**config.mk**
```make
export PLATFORM = sky130hd
export DESIGN_NAME = rtc_top
export DESIGN_NICKNAME = d
export VERILOG_FILES = /design/src/include/rtc_pkg.sv /design/src/rtl/rtc_top.sv
export VERILOG_INCLUDE_DIRS = /design/src /design/src/include
export SDC_FILE = /design/constraint.sdc
export NUM_CORES = 2
export LEC_CHECK = 0
export ABC_AREA = 1
export BUFFER_PORTS_ARGS = -buffer_cell sky130_fd_sc_hd__buf_2
export CAP_MARGIN = 25
export CORE_AREA = 2 2 282 311
export CTS_CLUSTER_SIZE = 30
export DETAILED_ROUTE_END_ITERATION = 8
export DIE_AREA = 0 0 284 313
export GPL_TIMING_DRIVEN = 0
export PLACE_DENSITY = 0.61
export SLEW_MARGIN = 10
export SYNTH_ARGS = -nofsm -noshare
export SYNTH_HDL_FRONTEND = slang
export SYNTH_SLANG_ARGS = --single-unit
```
**constraint.sdc**
```tcl
create_clock -name clock_i -period 3.7 [get_ports clock_i]
set_input_delay 0.74 -clock clock_i [delete_from_list [all_inputs] [get_ports clock_i]]
set_output_delay 0.74 -clock clock_i [all_outputs]
set_load 0.02 [all_outputs]
```
**src/include/rtc_consts.svh**
```systemverilog
// Offsets, field positions, reset values and timing counts of the reject timer
`ifndef RTC_CONSTS_SVH
`define RTC_CONSTS_SVH
`define RTC_CTRL_OFS   8'h00
`define RTC_PSEL_OFS   8'h04
`define RTC_NEW_OFS    8'h08
`define RTC_STAT_OFS   8'h0c
`define RTC_PRM_BASE   8'h40
`define RTC_ST_FLAG    1
`define RTC_ST_OVF     2
`define RTC_CTRL_RST   4'h0
`define RTC_PRM_RST    16'h0000
`define RTC_REJ_RST    16'h4e20
`define RTC_CLK_NS     4
`define RTC_TICK_NS    10000
`define RTC_TICK_CYC   (`RTC_TICK_NS / `RTC_CLK_NS)
`define RTC_OKAY       2'b00
`define RTC_SLVERR     2'b10
`endif

```
**src/include/rtc_pkg.sv**
```systemverilog
// Types shared by the reject timer
package rtc_pkg;
   typedef struct packed {
      logic tacho_pol;
      logic tacho_en;
      logic photo_pol;
      logic photo_en;
   } rtc_cfg_s;
   typedef struct packed {
      logic window;
      logic ovf;
      logic flag;
      logic relay;
   } rtc_stat_s;
   typedef enum logic [1:0] {PRM_DELAY, PRM_REJECT, PRM_PDELAY, PRM_ALARM} rtc_prm_e;
endpackage : rtc_pkg

```
**src/rtl/rtc_top.sv**
```systemverilog
// Per-product reject timing controller with AXI4-Lite registers
`timescale 1ns/1ps
`default_nettype none
`include "rtc_consts.svh"
// Behaviour
// - Each detection edge makes a trigger that loads the active product's delay.
// - Without photocell, delay expiry fires the reject relay at once.
// - Relay stays on for the programmed reject duration, then releases.
// - A trigger gets its own delay slot while one of DEPTH is free; with all busy it is dropped and sets overflow.
// - A delay value of zero fires without added delay.
// - With photocell, delay expiry opens an alarm window of the alarm duration.
// - With photocell, rejects happen only while the alarm window is open.
// - Each photocell beam break starts its own photocell delay countdown while one of DEPTH slots is free; with all busy it is dropped and sets overflow.
// - Photocell delay expiry fires the relay only if the window is open.
// - Variable speed makes trigger and photocell delays count tacho pulses.
// - Each reject sets a sticky reject indication flag.
// - Each product keeps its own timer set; the selected set governs.
// - A new product copies the active product's timer set.
// - Photocell and tacho inputs each have enable and polarity bits.
// - Variable speed counts all values but reject duration in tacho pulses.
// - Without photocell, photocell delay and alarm values have no effect.
module rtc_top #(
   parameter int NPROD = 4,
   parameter int DEPTH = 4,
   parameter int VW    = 16
) (
   // Clock and reset
   input  wire logic              clock_i,
   input  wire logic              rstn_i,
   // Machine side
   input  wire logic              det_i,
   input  wire logic              photo_i,
   input  wire logic              tacho_i,
   output logic                   relay_o,
   output rtc_pkg::rtc_stat_s     stat_o,
   // AXI4-Lite slave
   input  wire logic              awvalid_i,
   output logic                   awready_o,
   input  wire logic [7:0]        awaddr_i,
   input  wire logic              wvalid_i,
   output logic                   wready_o,
   input  wire logic [31:0]       wdata_i,
   input  wire logic [3:0]        wstrb_i,
   output logic                   bvalid_o,
   input  wire logic              bready_i,
   output logic [1:0]             bresp_o,
   input  wire logic              arvalid_i,
   output logic                   arready_o,
   input  wire logic [7:0]        araddr_i,
   output logic                   rvalid_o,
   input  wire logic              rready_i,
   output logic [31:0]            rdata_o,
   output logic [1:0]             rresp_o
);
   import rtc_pkg::*;

   localparam int PW = (NPROD > 1) ? $clog2(NPROD) : 1;
   rtc_cfg_s          cfg_q;
   logic [PW-1:0]     act_q;
   logic [VW-1:0]     prm_q [NPROD][4];
   logic [11:0]       pre_q;
   logic [2:0]        ph_q;
   logic [2:0]        tc_q;
   logic              flag_q, ovf_q, tick, det_q, pc_edge, tc_edge, trig, dstep;
   logic [VW-1:0]     a_dly, a_rej, a_pdl, a_alm;
   logic              busy_q [2][DEPTH];
   logic [VW-1:0]     cnt_q [2][DEPTH];
   logic [DEPTH-1:0]  busy_v [2];
   logic [DEPTH-1:0]  grant [2];
   logic [DEPTH-1:0]  done [2];
   logic              push [2];
   logic              zero [2];
   logic              qexp [2];
   logic [VW-1:0]     ld [2];
   logic              qovf, win_open, fire, relay_q;
   logic [VW-1:0]     win_q, rej_d, rej_q;
   // Time base for non-distance counting
   assign tick = (pre_q == 12'(`RTC_TICK_CYC - 1));

   always_ff @(posedge clock_i or negedge rstn_i) begin
      if (!rstn_i) begin
         pre_q <= '0;
      end else begin
         pre_q <= tick ? '0 : pre_q + 12'h001;
      end
   end

   // First stage feeds only the second stage
   always_ff @(posedge clock_i or negedge rstn_i) begin
      if (!rstn_i) begin
         ph_q  <= '0;
         tc_q  <= '0;
         det_q <= 1'b0;
      end else begin
         ph_q  <= {ph_q[1:0], photo_i};
         tc_q  <= {tc_q[1:0], tacho_i};
         det_q <= det_i;
      end
   end

   assign pc_edge = cfg_q.photo_en & (ph_q[1] ^ cfg_q.photo_pol)
                    & ~(ph_q[2] ^ cfg_q.photo_pol);
   assign tc_edge = cfg_q.tacho_en & (tc_q[1] ^ cfg_q.tacho_pol)
                    & ~(tc_q[2] ^ cfg_q.tacho_pol);
   assign trig    = det_i & ~det_q;
   assign dstep   = cfg_q.tacho_en ? tc_edge : tick;

   assign a_dly = prm_q[act_q][PRM_DELAY];
   assign a_rej = prm_q[act_q][PRM_REJECT];
   assign a_pdl = prm_q[act_q][PRM_PDELAY];
   assign a_alm = prm_q[act_q][PRM_ALARM];

   function automatic logic [DEPTH-1:0] lowest(input logic [DEPTH-1:0] v);
      logic [DEPTH-1:0] r;
      r = '0;
      for (int k = DEPTH - 1; k >= 0; k--) begin
         if (v[k]) begin
            r    = '0;
            r[k] = 1'b1;
         end
      end
      return r;
   endfunction : lowest

   // Queue 0 holds trigger delays, queue 1 photocell delays
   always_comb begin
      push[0] = trig;
      push[1] = pc_edge;
      ld[0]   = a_dly;
      ld[1]   = a_pdl;
      qovf    = 1'b0;
      for (int q = 0; q < 2; q++) begin
         for (int i = 0; i < DEPTH; i++) begin
            busy_v[q][i] = busy_q[q][i];
         end
         zero[q]  = push[q] & (ld[q] == '0);
         grant[q] = (push[q] & ~zero[q]) ? lowest(~busy_v[q]) : '0;
         qovf     = qovf | (push[q] & ~zero[q] & (&busy_v[q]));
         qexp[q]  = zero[q] | (|done[q]);
      end
   end

   for (genvar q = 0; q < 2; q++) begin : g_q
      for (genvar i = 0; i < DEPTH; i++) begin : g_slot
         assign done[q][i] = busy_q[q][i] & dstep & (cnt_q[q][i] == VW'(1));
         always_ff @(posedge clock_i or negedge rstn_i) begin
            if (!rstn_i) begin
               busy_q[q][i] <= 1'b0;
               cnt_q[q][i]  <= '0;
            end else if (grant[q][i]) begin
               busy_q[q][i] <= 1'b1;
               cnt_q[q][i]  <= ld[q];
            end else if (done[q][i]) begin
               busy_q[q][i] <= 1'b0;
            end else if (busy_q[q][i] && dstep) begin
               cnt_q[q][i]  <= cnt_q[q][i] - VW'(1);
            end
         end
      end
   end

   // Alarm window; a restart while open extends it
   assign win_open = (win_q != '0);

   always_ff @(posedge clock_i or negedge rstn_i) begin
      if (!rstn_i) begin
         win_q <= '0;
      end else if (qexp[0] && cfg_q.photo_en) begin
         win_q <= a_alm;
      end else if (!cfg_q.photo_en) begin
         win_q <= '0;
      end else if (win_open && dstep) begin
         win_q <= win_q - VW'(1);
      end
   end

   assign fire = cfg_q.photo_en ? (qexp[1] & win_open) : qexp[0];

   // Reject duration always counts time, never tacho pulses
   always_comb begin
      rej_d = rej_q;
      if (fire) begin
         rej_d = a_rej;
      end else if (rej_q != '0 && tick) begin
         rej_d = rej_q - VW'(1);
      end
   end

   always_ff @(posedge clock_i or negedge rstn_i) begin
      if (!rstn_i) begin
         rej_q   <= '0;
         relay_q <= 1'b0;
      end else begin
         rej_q   <= rej_d;
         relay_q <= (rej_d != '0);
      end
   end

   assign relay_o = relay_q;
   assign stat_o  = '{window: win_open, ovf: ovf_q, flag: flag_q, relay: relay_q};

   // Register access
   logic        aw_q, w_q, bv_q, rv_q, wr_go, wr_stat;
   logic [7:0]  awa_q;
   logic [31:0] wd_q;
   logic [3:0]  ws_q;
   logic [1:0]  br_q;
   logic [31:0] rd_q;
   logic [1:0]  rr_q;
   logic [32:0] wr_old;
   logic [32:0] rd_res;
   logic [31:0] wm;
   logic [7:0]  poff;

   function automatic logic [32:0] reg_rd(input logic [7:0] a);
      logic [32:0] r;
      logic [7:0]  o;
      r = {1'b1, 32'h0000_0000};
      o = a - `RTC_PRM_BASE;
      if (a == `RTC_CTRL_OFS) begin
         r[3:0] = cfg_q;
      end else if (a == `RTC_PSEL_OFS) begin
         r[PW-1:0] = act_q;
      end else if (a == `RTC_NEW_OFS) begin
         r[PW-1:0] = act_q;
      end else if (a == `RTC_STAT_OFS) begin
         r[3:0] = {win_open, ovf_q, flag_q, relay_q};
      end else if (a >= `RTC_PRM_BASE && 32'(o) < 32'(NPROD * 16) && a[1:0] == 2'b00) begin
         r[VW-1:0] = prm_q[o[PW+3:4]][o[3:2]];
      end else begin
         r[32] = 1'b0;
      end
      return r;
   endfunction : reg_rd

   assign awready_o = ~aw_q & ~bv_q;
   assign wready_o  = ~w_q & ~bv_q;
   assign arready_o = ~rv_q;
   assign bvalid_o  = bv_q;
   assign bresp_o   = br_q;
   assign rvalid_o  = rv_q;
   assign rdata_o   = rd_q;
   assign rresp_o   = rr_q;
   assign wr_go     = aw_q & w_q & ~bv_q;
   assign wr_old    = reg_rd(awa_q);
   assign rd_res    = reg_rd(araddr_i);
   assign poff      = awa_q - `RTC_PRM_BASE;
   assign wr_stat   = wr_go & (awa_q == `RTC_STAT_OFS);

   // Byte strobes merge the write into the current value
   always_comb begin
      for (int b = 0; b < 4; b++) begin
         wm[b*8 +: 8] = ws_q[b] ? wd_q[b*8 +: 8] : wr_old[b*8 +: 8];
      end
   end

   always_ff @(posedge clock_i or negedge rstn_i) begin
      if (!rstn_i) begin
         aw_q  <= 1'b0;
         w_q   <= 1'b0;
         awa_q <= '0;
         wd_q  <= '0;
         ws_q  <= '0;
         bv_q  <= 1'b0;
         br_q  <= `RTC_OKAY;
      end else begin
         if (awvalid_i && awready_o) begin
            aw_q  <= 1'b1;
            awa_q <= awaddr_i;
         end
         if (wvalid_i && wready_o) begin
            w_q  <= 1'b1;
            wd_q <= wdata_i;
            ws_q <= wstrb_i;
         end
         if (wr_go) begin
            aw_q <= 1'b0;
            w_q  <= 1'b0;
            bv_q <= 1'b1;
            br_q <= wr_old[32] ? `RTC_OKAY : `RTC_SLVERR;
         end else if (bv_q && bready_i) begin
            bv_q <= 1'b0;
         end
      end
   end

   always_ff @(posedge clock_i or negedge rstn_i) begin
      if (!rstn_i) begin
         rv_q <= 1'b0;
         rd_q <= '0;
         rr_q <= `RTC_OKAY;
      end else if (arvalid_i && arready_o) begin
         rv_q <= 1'b1;
         rd_q <= rd_res[31:0];
         rr_q <= rd_res[32] ? `RTC_OKAY : `RTC_SLVERR;
      end else if (rv_q && rready_i) begin
         rv_q <= 1'b0;
      end
   end

   // Configuration, product select and timer sets
   always_ff @(posedge clock_i or negedge rstn_i) begin
      if (!rstn_i) begin
         cfg_q <= `RTC_CTRL_RST;
         act_q <= '0;
         for (int p = 0; p < NPROD; p++) begin
            for (int k = 0; k < 4; k++) begin
               prm_q[p][k] <= (k == 1) ? `RTC_REJ_RST : `RTC_PRM_RST;
            end
         end
      end else if (wr_go && wr_old[32]) begin
         if (awa_q == `RTC_CTRL_OFS) begin
            cfg_q <= wm[3:0];
         end else if (awa_q == `RTC_PSEL_OFS) begin
            act_q <= wm[PW-1:0];
         end else if (awa_q == `RTC_NEW_OFS) begin
            prm_q[wm[PW-1:0]] <= prm_q[act_q];
            act_q             <= wm[PW-1:0];
         end else if (awa_q >= `RTC_PRM_BASE) begin
            prm_q[poff[PW+3:4]][poff[3:2]] <= wm[VW-1:0];
         end
      end
   end

   // Sticky flags: a new event wins over a same-cycle clear
   always_ff @(posedge clock_i or negedge rstn_i) begin
      if (!rstn_i) begin
         flag_q <= 1'b0;
         ovf_q  <= 1'b0;
      end else begin
         flag_q <= fire | (flag_q & ~(wr_stat & wm[`RTC_ST_FLAG]));
         ovf_q  <= qovf | (ovf_q & ~(wr_stat & wm[`RTC_ST_OVF]));
      end
   end

   a_zero_delay: assert property (@(posedge clock_i) disable iff (!rstn_i)
      trig && a_dly == '0 && !cfg_q.photo_en && a_rej != '0 |=> relay_o)
      else $error("Zero delay did not fire at once");
   a_direct_fire: assert property (@(posedge clock_i) disable iff (!rstn_i)
      !cfg_q.photo_en && qexp[0] |=> rej_q == $past(a_rej))
      else $error("Delay expiry did not load reject time");
   a_relay_len: assert property (@(posedge clock_i) disable iff (!rstn_i)
      rej_q == VW'(1) && tick && !fire |=> !relay_o)
      else $error("Relay did not release at end of reject");
   a_window_gate: assert property (@(posedge clock_i) disable iff (!rstn_i)
      cfg_q.photo_en && fire |-> win_open && qexp[1])
      else $error("Reject outside alarm window");
   a_window_open: assert property (@(posedge clock_i) disable iff (!rstn_i)
      cfg_q.photo_en && qexp[0] && a_alm != '0 |=> win_open && win_q == $past(a_alm))
      else $error("Alarm window did not start");
   a_flag_set: assert property (@(posedge clock_i) disable iff (!rstn_i)
      fire |=> flag_q ##1 (flag_q || $past(wr_stat)))
      else $error("Reject flag not raised");
   a_ovf_report: assert property (@(posedge clock_i) disable iff (!rstn_i)
      trig && a_dly != '0 && (&busy_v[0]) |=> ovf_q)
      else $error("Queue overflow not reported");
   a_dist_hold: assert property (@(posedge clock_i) disable iff (!rstn_i)
      cfg_q.tacho_en && !tc_edge && busy_q[0][0] && !grant[0][0] |=> $stable(cnt_q[0][0]))
      else $error("Delay moved without tacho pulse");
   a_no_photo: assert property (@(posedge clock_i) disable iff (!rstn_i)
      !cfg_q.photo_en |-> !pc_edge && !grant[1][0])
      else $error("Photocell active while disabled");
endmodule : rtc_top
`default_nettype wire

```
# --- Word level (Yosys, flattened, before mapping) ---
# Index checks and enable logic that the tools add are counted.
totals:
  reg_bits: 502
  inputBits: 62
  output_inout_bits: 46
  wordCells: 372
op_classes:
  addsub: 13
  magnitude_cmp: 13
  eq_ne: 24
  n_mux: 129
  bitwise: 67
  reduce_logical: 70
op_table:
  columns: ["operator", "count"]
  rows:
  - ["$mux 16", 40]
  - ["$bwmux 256", 2]
  - ["$mux 256", 2]
  - ["$mux 64", 8]
  - ["$bmux 64 s2", 3]
  - ["$demux 64 s2", 2]
  - ["$sub 16x1->16 const B", 10]
  - ["$eq 16x1->1 const B", 8]
  - ["$bmux 16 s2", 2]
  - ["$mux 12", 5]
  - ["$mux 14", 4]
  - ["$mux 4", 14]
  - ["$reduce_bool 16->1", 3]
  - ["$reduce_bool 2->1", 22]
  - ["$and 1x1->1", 37]
  - ["$mux 1", 36]
  - ["$demux 16 s2", 1]
  - ["$eq 8x4->1 const B", 4]
  - ["$logic_not 16->1", 2]
  - ["$logic_and 1x1->1", 24]
  - ["$ge 3x3->1 const B", 6]
  - ["$not 2->3", 6]
  - ["$reduce_and 2->1", 9]
  - ["$eq 8x3->1 const B", 2]
  - ["other kinds (19)", 64]

# --- Logic depth before layout (Yosys ltp) ---
logic_depth:
  depth_word: 25
  ltp_mapped: 22
  mapped_depth_nobuf: 19

# --- Worst setup path after synthesis ---
# Ideal clock, no wire load.
synth_timing:
  path_type: "register -> register"
  start: "register pre_q[0]"
  end: "register cnt_q[49] in the netlist's numbering"
  setup_time_ns: 0.118
  t_arrival_ns: 2.284
  required_time_ns: 3.582
  setup_slack_ns: 1.298
  stages_incl_launch_ff: 13
  n_path_buf: 0
  period_less_slack_ns: 2.402
  cell_sequence: "dfrtp_1 > ha_1 > nand2_1 > nor2_1 > nand4_1 > nand2_2 > inv_2 > nor3_1 > clkinv_1 > nand2_2 > inv_1 > a21oi_1 > inv_1"
synth_via:
  elab_chain_len: 6
  elab_cells_between_ends: 8
  cone_classes: "eq/ne (2); mux (1); bitwise (2); reduce/logical (3)"
synth_lines:
  columns: ["item", "line", "source"]
  rows:
  - ["start: declaration", "rtc_top.sv:61", "logic [11:0] pre_q;"]
  - ["start signal: assignment", "rtc_top.sv:84", "pre_q <= tick ? '0 : pre_q + 12'h001;"]
  - ["$eq 12x12->1 (*)", "rtc_top.sv:78", "assign tick = (pre_q == 12'(`RTC_TICK_CYC - 1));"]
  - ["$mux 1 (*)", "rtc_top.sv:106", "assign dstep = cfg_q.tacho_en ? tc_edge : tick;"]
  - ["$and 1x1->1 (2 in a row)", "rtc_top.sv:145", "assign done[q][i] = busy_q[q][i] & dstep & (cnt_q[q][i] == VW'(1));"]
  - ["$ne 2x2->1 (no source line)", null, null]
  - ["$reduce_and 2->1 (no source line) (*)", null, null]
  - ["end signal: indexed assignment", "rtc_top.sv:152", "cnt_q[q][i] <= ld[q];"]
  - ["end signal: indexed assignment", "rtc_top.sv:156", "cnt_q[q][i] <= cnt_q[q][i] - VW'(1);"]
  - ["end: declaration", "rtc_top.sv:67", "logic [VW-1:0] cnt_q [2][DEPTH];"]
# Every way passes the cells marked *; elsewhere a longest branch is shown, timed or not.
# A chain may end at the register's enable or synchronous reset.

# --- Worst setup path after layout ---
layout_timing:
  start: "register awa_q[3]"
  end: "register prm_q[226] in the netlist's numbering"
layout_via:
  elab_chain_len: 25
  elab_cells_between_ends: 59
  cone_classes: "add/sub (1); order compare (8); eq/ne (3); mux (33); bitwise (5); reduce/logical (9)"
layout_lines:
  columns: ["item", "line", "source"]
  rows:
  - ["start: declaration", "rtc_top.sv:204", "logic [7:0] awa_q;"]
  - ["start signal: assignment", "rtc_top.sv:269", "awa_q <= awaddr_i;"]
  - ["$sub 8x7->8 (no source line)", null, null]
  - ["$not 2->3 (not written as such)", "rtc_top.sv:320", "prm_q[poff[PW+3:4]][poff[3:2]] <= wm[VW-1:0];"]
  - ["$bmux 64 s2", "rtc_top.sv:229", "r[VW-1:0] = prm_q[o[PW+3:4]][o[3:2]];"]
  - ["$mux 64 (not written as such) (2 in a row)", "rtc_top.sv:229", null]
  - ["$bmux 16 s2", "rtc_top.sv:229", null]
  - ["$mux 16 (not written as such) (2 in a row)", "rtc_top.sv:229", null]
  - ["$mux 16", "rtc_top.sv:228", "end else if (a >= `RTC_PRM_BASE && 32'(o) < 32'(NPROD * 16) && a[1:0] == 2'b00) begin"]
  - ["$mux 16", "rtc_top.sv:226", "end else if (a == `RTC_STAT_OFS) begin"]
  - ["(+7 left out)", null, null]
  - ["$mux 8", "rtc_top.sv:253", "wm[b*8 +: 8] = ws_q[b] ? wd_q[b*8 +: 8] : wr_old[b*8 +: 8];"]
  - ["$not 2->3 (not written as such)", "rtc_top.sv:317", "prm_q[wm[PW-1:0]] <= prm_q[act_q];"]
  - ["$ge 3x3->1 (not written as such) / $lt 3x1->1 (equally long branches)", "rtc_top.sv:317", null]
  - ["$logic_and 1x1->1 (not written as such)", "rtc_top.sv:317", null]
  - ["$mux 64 (not written as such)", "rtc_top.sv:317", null]
  - ["$demux 64 s2", "rtc_top.sv:317", null]
  - ["$bwmux 256", "rtc_top.sv:317", null]
  - ["$mux 256", "rtc_top.sv:316", "end else if (awa_q == `RTC_NEW_OFS) begin"]
  - ["end signal: indexed assignment", "rtc_top.sv:308", "prm_q[p][k] <= (k == 1) ? `RTC_REJ_RST : `RTC_PRM_RST;"]
  - ["end signal: indexed assignment", "rtc_top.sv:317", null]
  - ["end signal: indexed assignment", "rtc_top.sv:320", null]
  - ["end: declaration", "rtc_top.sv:60", "logic [VW-1:0] prm_q [NPROD][4];"]
# Parallel ways exist; a longest one is shown, timed or not. The select of a mux whose other input is x is not followed.

==> metrics.md <==
| Metric | Value |
|---|---|
| Combinational share of power | 0.374 |
| Post-synth EDFFs | 0 |
| Sequential power share | 0.317 |
| Storage element area | 12500 sq um |
| Dpl cell area | 36200 sq um |
| Yosys Warn Count | 0 |
| Die Area | 88900 sq um |
| CTS Buffer Depth | 3 |
| Layout cell share with drive strength beyond 1 | 0.102 |
| Cell Area, Synth | 34000 sq um |
| WL final | 178000 microns |
| Initial Util | 0.396 |
| CP max stage delay | 0.47 ns |
| Synth area leader | dfrtp_1 |
| Final Core Density | 0.450 |
| Worst Path Arrival | 4.37 ns |
| Drt wl/cell | 27.7 microns |
| Vias per cell | 5.89 |
| Post-synth top area share | 0.353 |
| Ranking of synthesized cells by area | dfrtp_1, nand2_1, nand3_1 |
| Critical path's slowest cell | dfrtp_1 |
| CP max FO | 10 |
| Placed cells | 6324 |
| CP bufs+invs | 6 |
| Clock H-tree levels | 2 |
| Crit-path cells | nor2_4 -> inv_2 -> nor2_4 -> inv_2 -> a21oi_2 -> o41ai_2 -> nor2_2 -> o21ai_2 -> inv_2 -> buf_4 -> buf_6 -> buf_4 -> nand3_1 -> nand2_1 |
| R2R cell count | 14 |
| Post-Layout Inst Area | 38700 sq um |
| Worst-Skew Late Latency | 0.69 ns |
| Cell mode on critical path | inv_2 |
| Tmin final | 3.76 ns |
| Peak supply drop | 0.548 mV |
| Pins Over Slew Limit | 0 |
| Leak | 0.0191 uW |
| Die H | 313 microns |
| First-pass GRT wire length | 255000 microns |
| Unrepaired setup endpoints after global routing | yes |
| Async S/R FF share, synth | 1.00 |
| Critical path capture point type | flop |
| Drt drc | 0 |
| Startpoint Class | flop |
| Die W | 284 microns |
| Int Pwr | 11200 uW |
| Dominant cell by count in the synthesized netlist | nand2_1 |
| Fillcell total | 9101 |
| GR Overflow Total | 0 |
| Setup Viol. Count Final | 3 |
| NetSw | 9020 uW |
| Synth cell types | 57 |
| Req. time, crit path | 4.31 ns |
| Hold Path Class | in2async |
| Row Count | 113 |
| Total CTS buffers | 59 |
| Antenna violations before repair | 7 |
| Vias in the first global route | 35.6k |
| Top_reg_cell synth | dfrtp_1 |
| Outcome | finished with violations |
| PortBufs | 70 |
| Initial DRC Count | 5016 |
| Gr usage total | 0.395 |
| DP Worst Slack | -0.665 ns |
| Worst slew pin tran | 1.26 ns |
| Core area | 86000 sq um |
| Detail Route Antenna Nets | 0 |
| Fmax | 266 MHz |
| Worst path top cell family by delay | buffers and inverters |
| Vias post-DR | 37.9k |
| CTS root buf | clkbuf_16 |
| Largest net degree at the start of global routing | 108 |
| Nets@finish | 5315 |
| Crit path kind | reg2reg |
| Max-cap violations | 0 |
| Area Overhead vs Synth | 13.6% |
| Final period util | 1.02 |
| Post-route setup slack | -0.0637 ns |
| Clock Skew | 0.0313 ns |
| Failing checks | negative hold slack, negative setup slack |
| Max transition margin | 0.159 |
| Pwr/cell area | 522 nW/um^2 |
| Cell count after synthesis | 5070 |
| Register area share after synthesis | 0.368 |
| Switch share | 0.447 |
| Post-detail-place hpwl | 135000 microns |
| I/O pins | 108 |
| Setup TNS | -0.112 ns |
| Clk pwr share | 0.309 |
| Final hold vios | 3 |
| Multi-input logic area | 18800 sq um |
| Drt pass-1 iters | 6 |
| Hold Slack | -0.00572 ns |
| Levels on crit path | 14 |
| Clock slew at reported path FFs | 0.06 ns |
| Clk sinks | 500 |
| Routability cong. | 1.13 |
| #FFs+latches synth | 500 |
| Layout Cells excl Fill | 6435 |
| Syn_area_per_cell | 6.71 sq um |
| CTS tree | done |
| Most frequent cells after synthesis | nand2_1, dfrtp_1, nand3_1 |
[kinds of logic (layout without fill, tap and decap cells)]
kind of cell / count (synthesis) / count (layout) / synth area share
xor gates and xnor gates: 116 / 116 / 0.0299
AOI/OAI and AO/OA: 895 / 895 / 0.161
muxes: 7 / 7 / 0.00232
and+or+nand+nor: 2829 / 2829 / 0.342
adders and majority gates: 20 / 20 / 0.00735
buffers and inverters: 702 / 896 / 0.0892
DFF: 500 / 500 / 0.368
other: 1 / 22 / 0.000110
[layout make-up]
type                            count  share of cell area
Sequential cell                   500               0.324
Tap cell                         1150              0.0372
Inverter                          398              0.0388
Clock buffer                       82              0.0452
Clock inverter                     27             0.00699
Timing Repair Buffer               91              0.0185
Antenna cell                        4            0.000259
Buffer                            298              0.0418
Multi-Input combinational cell   3885               0.487
[per-layer routing]
metal,GRT usage,vias up,part of all wire,routed length [microns]
li1,-,17000,-,-
met1,0.477,17900,0.37,66200
met2,0.597,2323,0.43,76300
met3,0.114,681,0.11,19500
met4,0.300,4,0.092,16500
met5,0,-,0.00010,18
[through the flow]
step	power, uW	hold slack (ns)
2_1_floorplan	9800	0.331
3_3_place_gp	13300	0.334
3_5_place_dp	13600	0.345
4_1_cts	19700	0.00961
5_1_grt	20600	0.0258
6_report	20200	-0.00572
[power by group through the flow]
stage	registers [uW]	clock network, uW	logic [uW]
floorplan	6290	0	3510
global placement	6430	0	6860
detailed placement	6440	0	7130
CTS	6350	6260	7080
global route	6420	6480	7670
finish	6390	6230	7550
[sequential cells by signal (all words and copies together) (netlist names), 4 cells and up]
signal	flops
awa_q	8
busy_q	8
cfg_q	4
cnt_q	128
pre_q	12
prm_q	256
rdata_o	16
rej_q	16
wd_q	16
win_q	16
[path summary, 6_finish.rpt]
kind | from | to | slack [ns]
max in group asynchronous | rstn_i | cnt_q[107] | 2.25
worst min register to register | ph_q[0] | ph_q[1] | 0.35
worst max-delay path | awa_q[3] | prm_q[226] | -0.06
worst max register to register | awa_q[3] | prm_q[226] | -0.06
worst min-delay path | rstn_i | pre_q[6] | -0.006
min in group clock_i | tacho_i | tc_q[0] | 0.16
[timing repair]
item,in CTS,in global routing
hold buffers,0,0
buffers inserted,0,1
pin swaps,0,3
endpoints found under the setup margin,194,176
gates resized for setup,60,69
[cell usage in the layout, fill, tap and decap left out, types with 102 or more instances in the layout]
| cell type | instances |
|---|---|
| nand2_1 | 1799 |
| dfrtp_1 | 480 |
| nand3_1 | 457 |
| nor2_1 | 380 |
| inv_1 | 366 |
| o21ai_0 | 334 |
| a21oi_1 | 130 |
| buf_2 | 129 |
| clkbuf_1 | 113 |
| a22oi_1 | 102 |
Power figures use the tool's default switching activity.
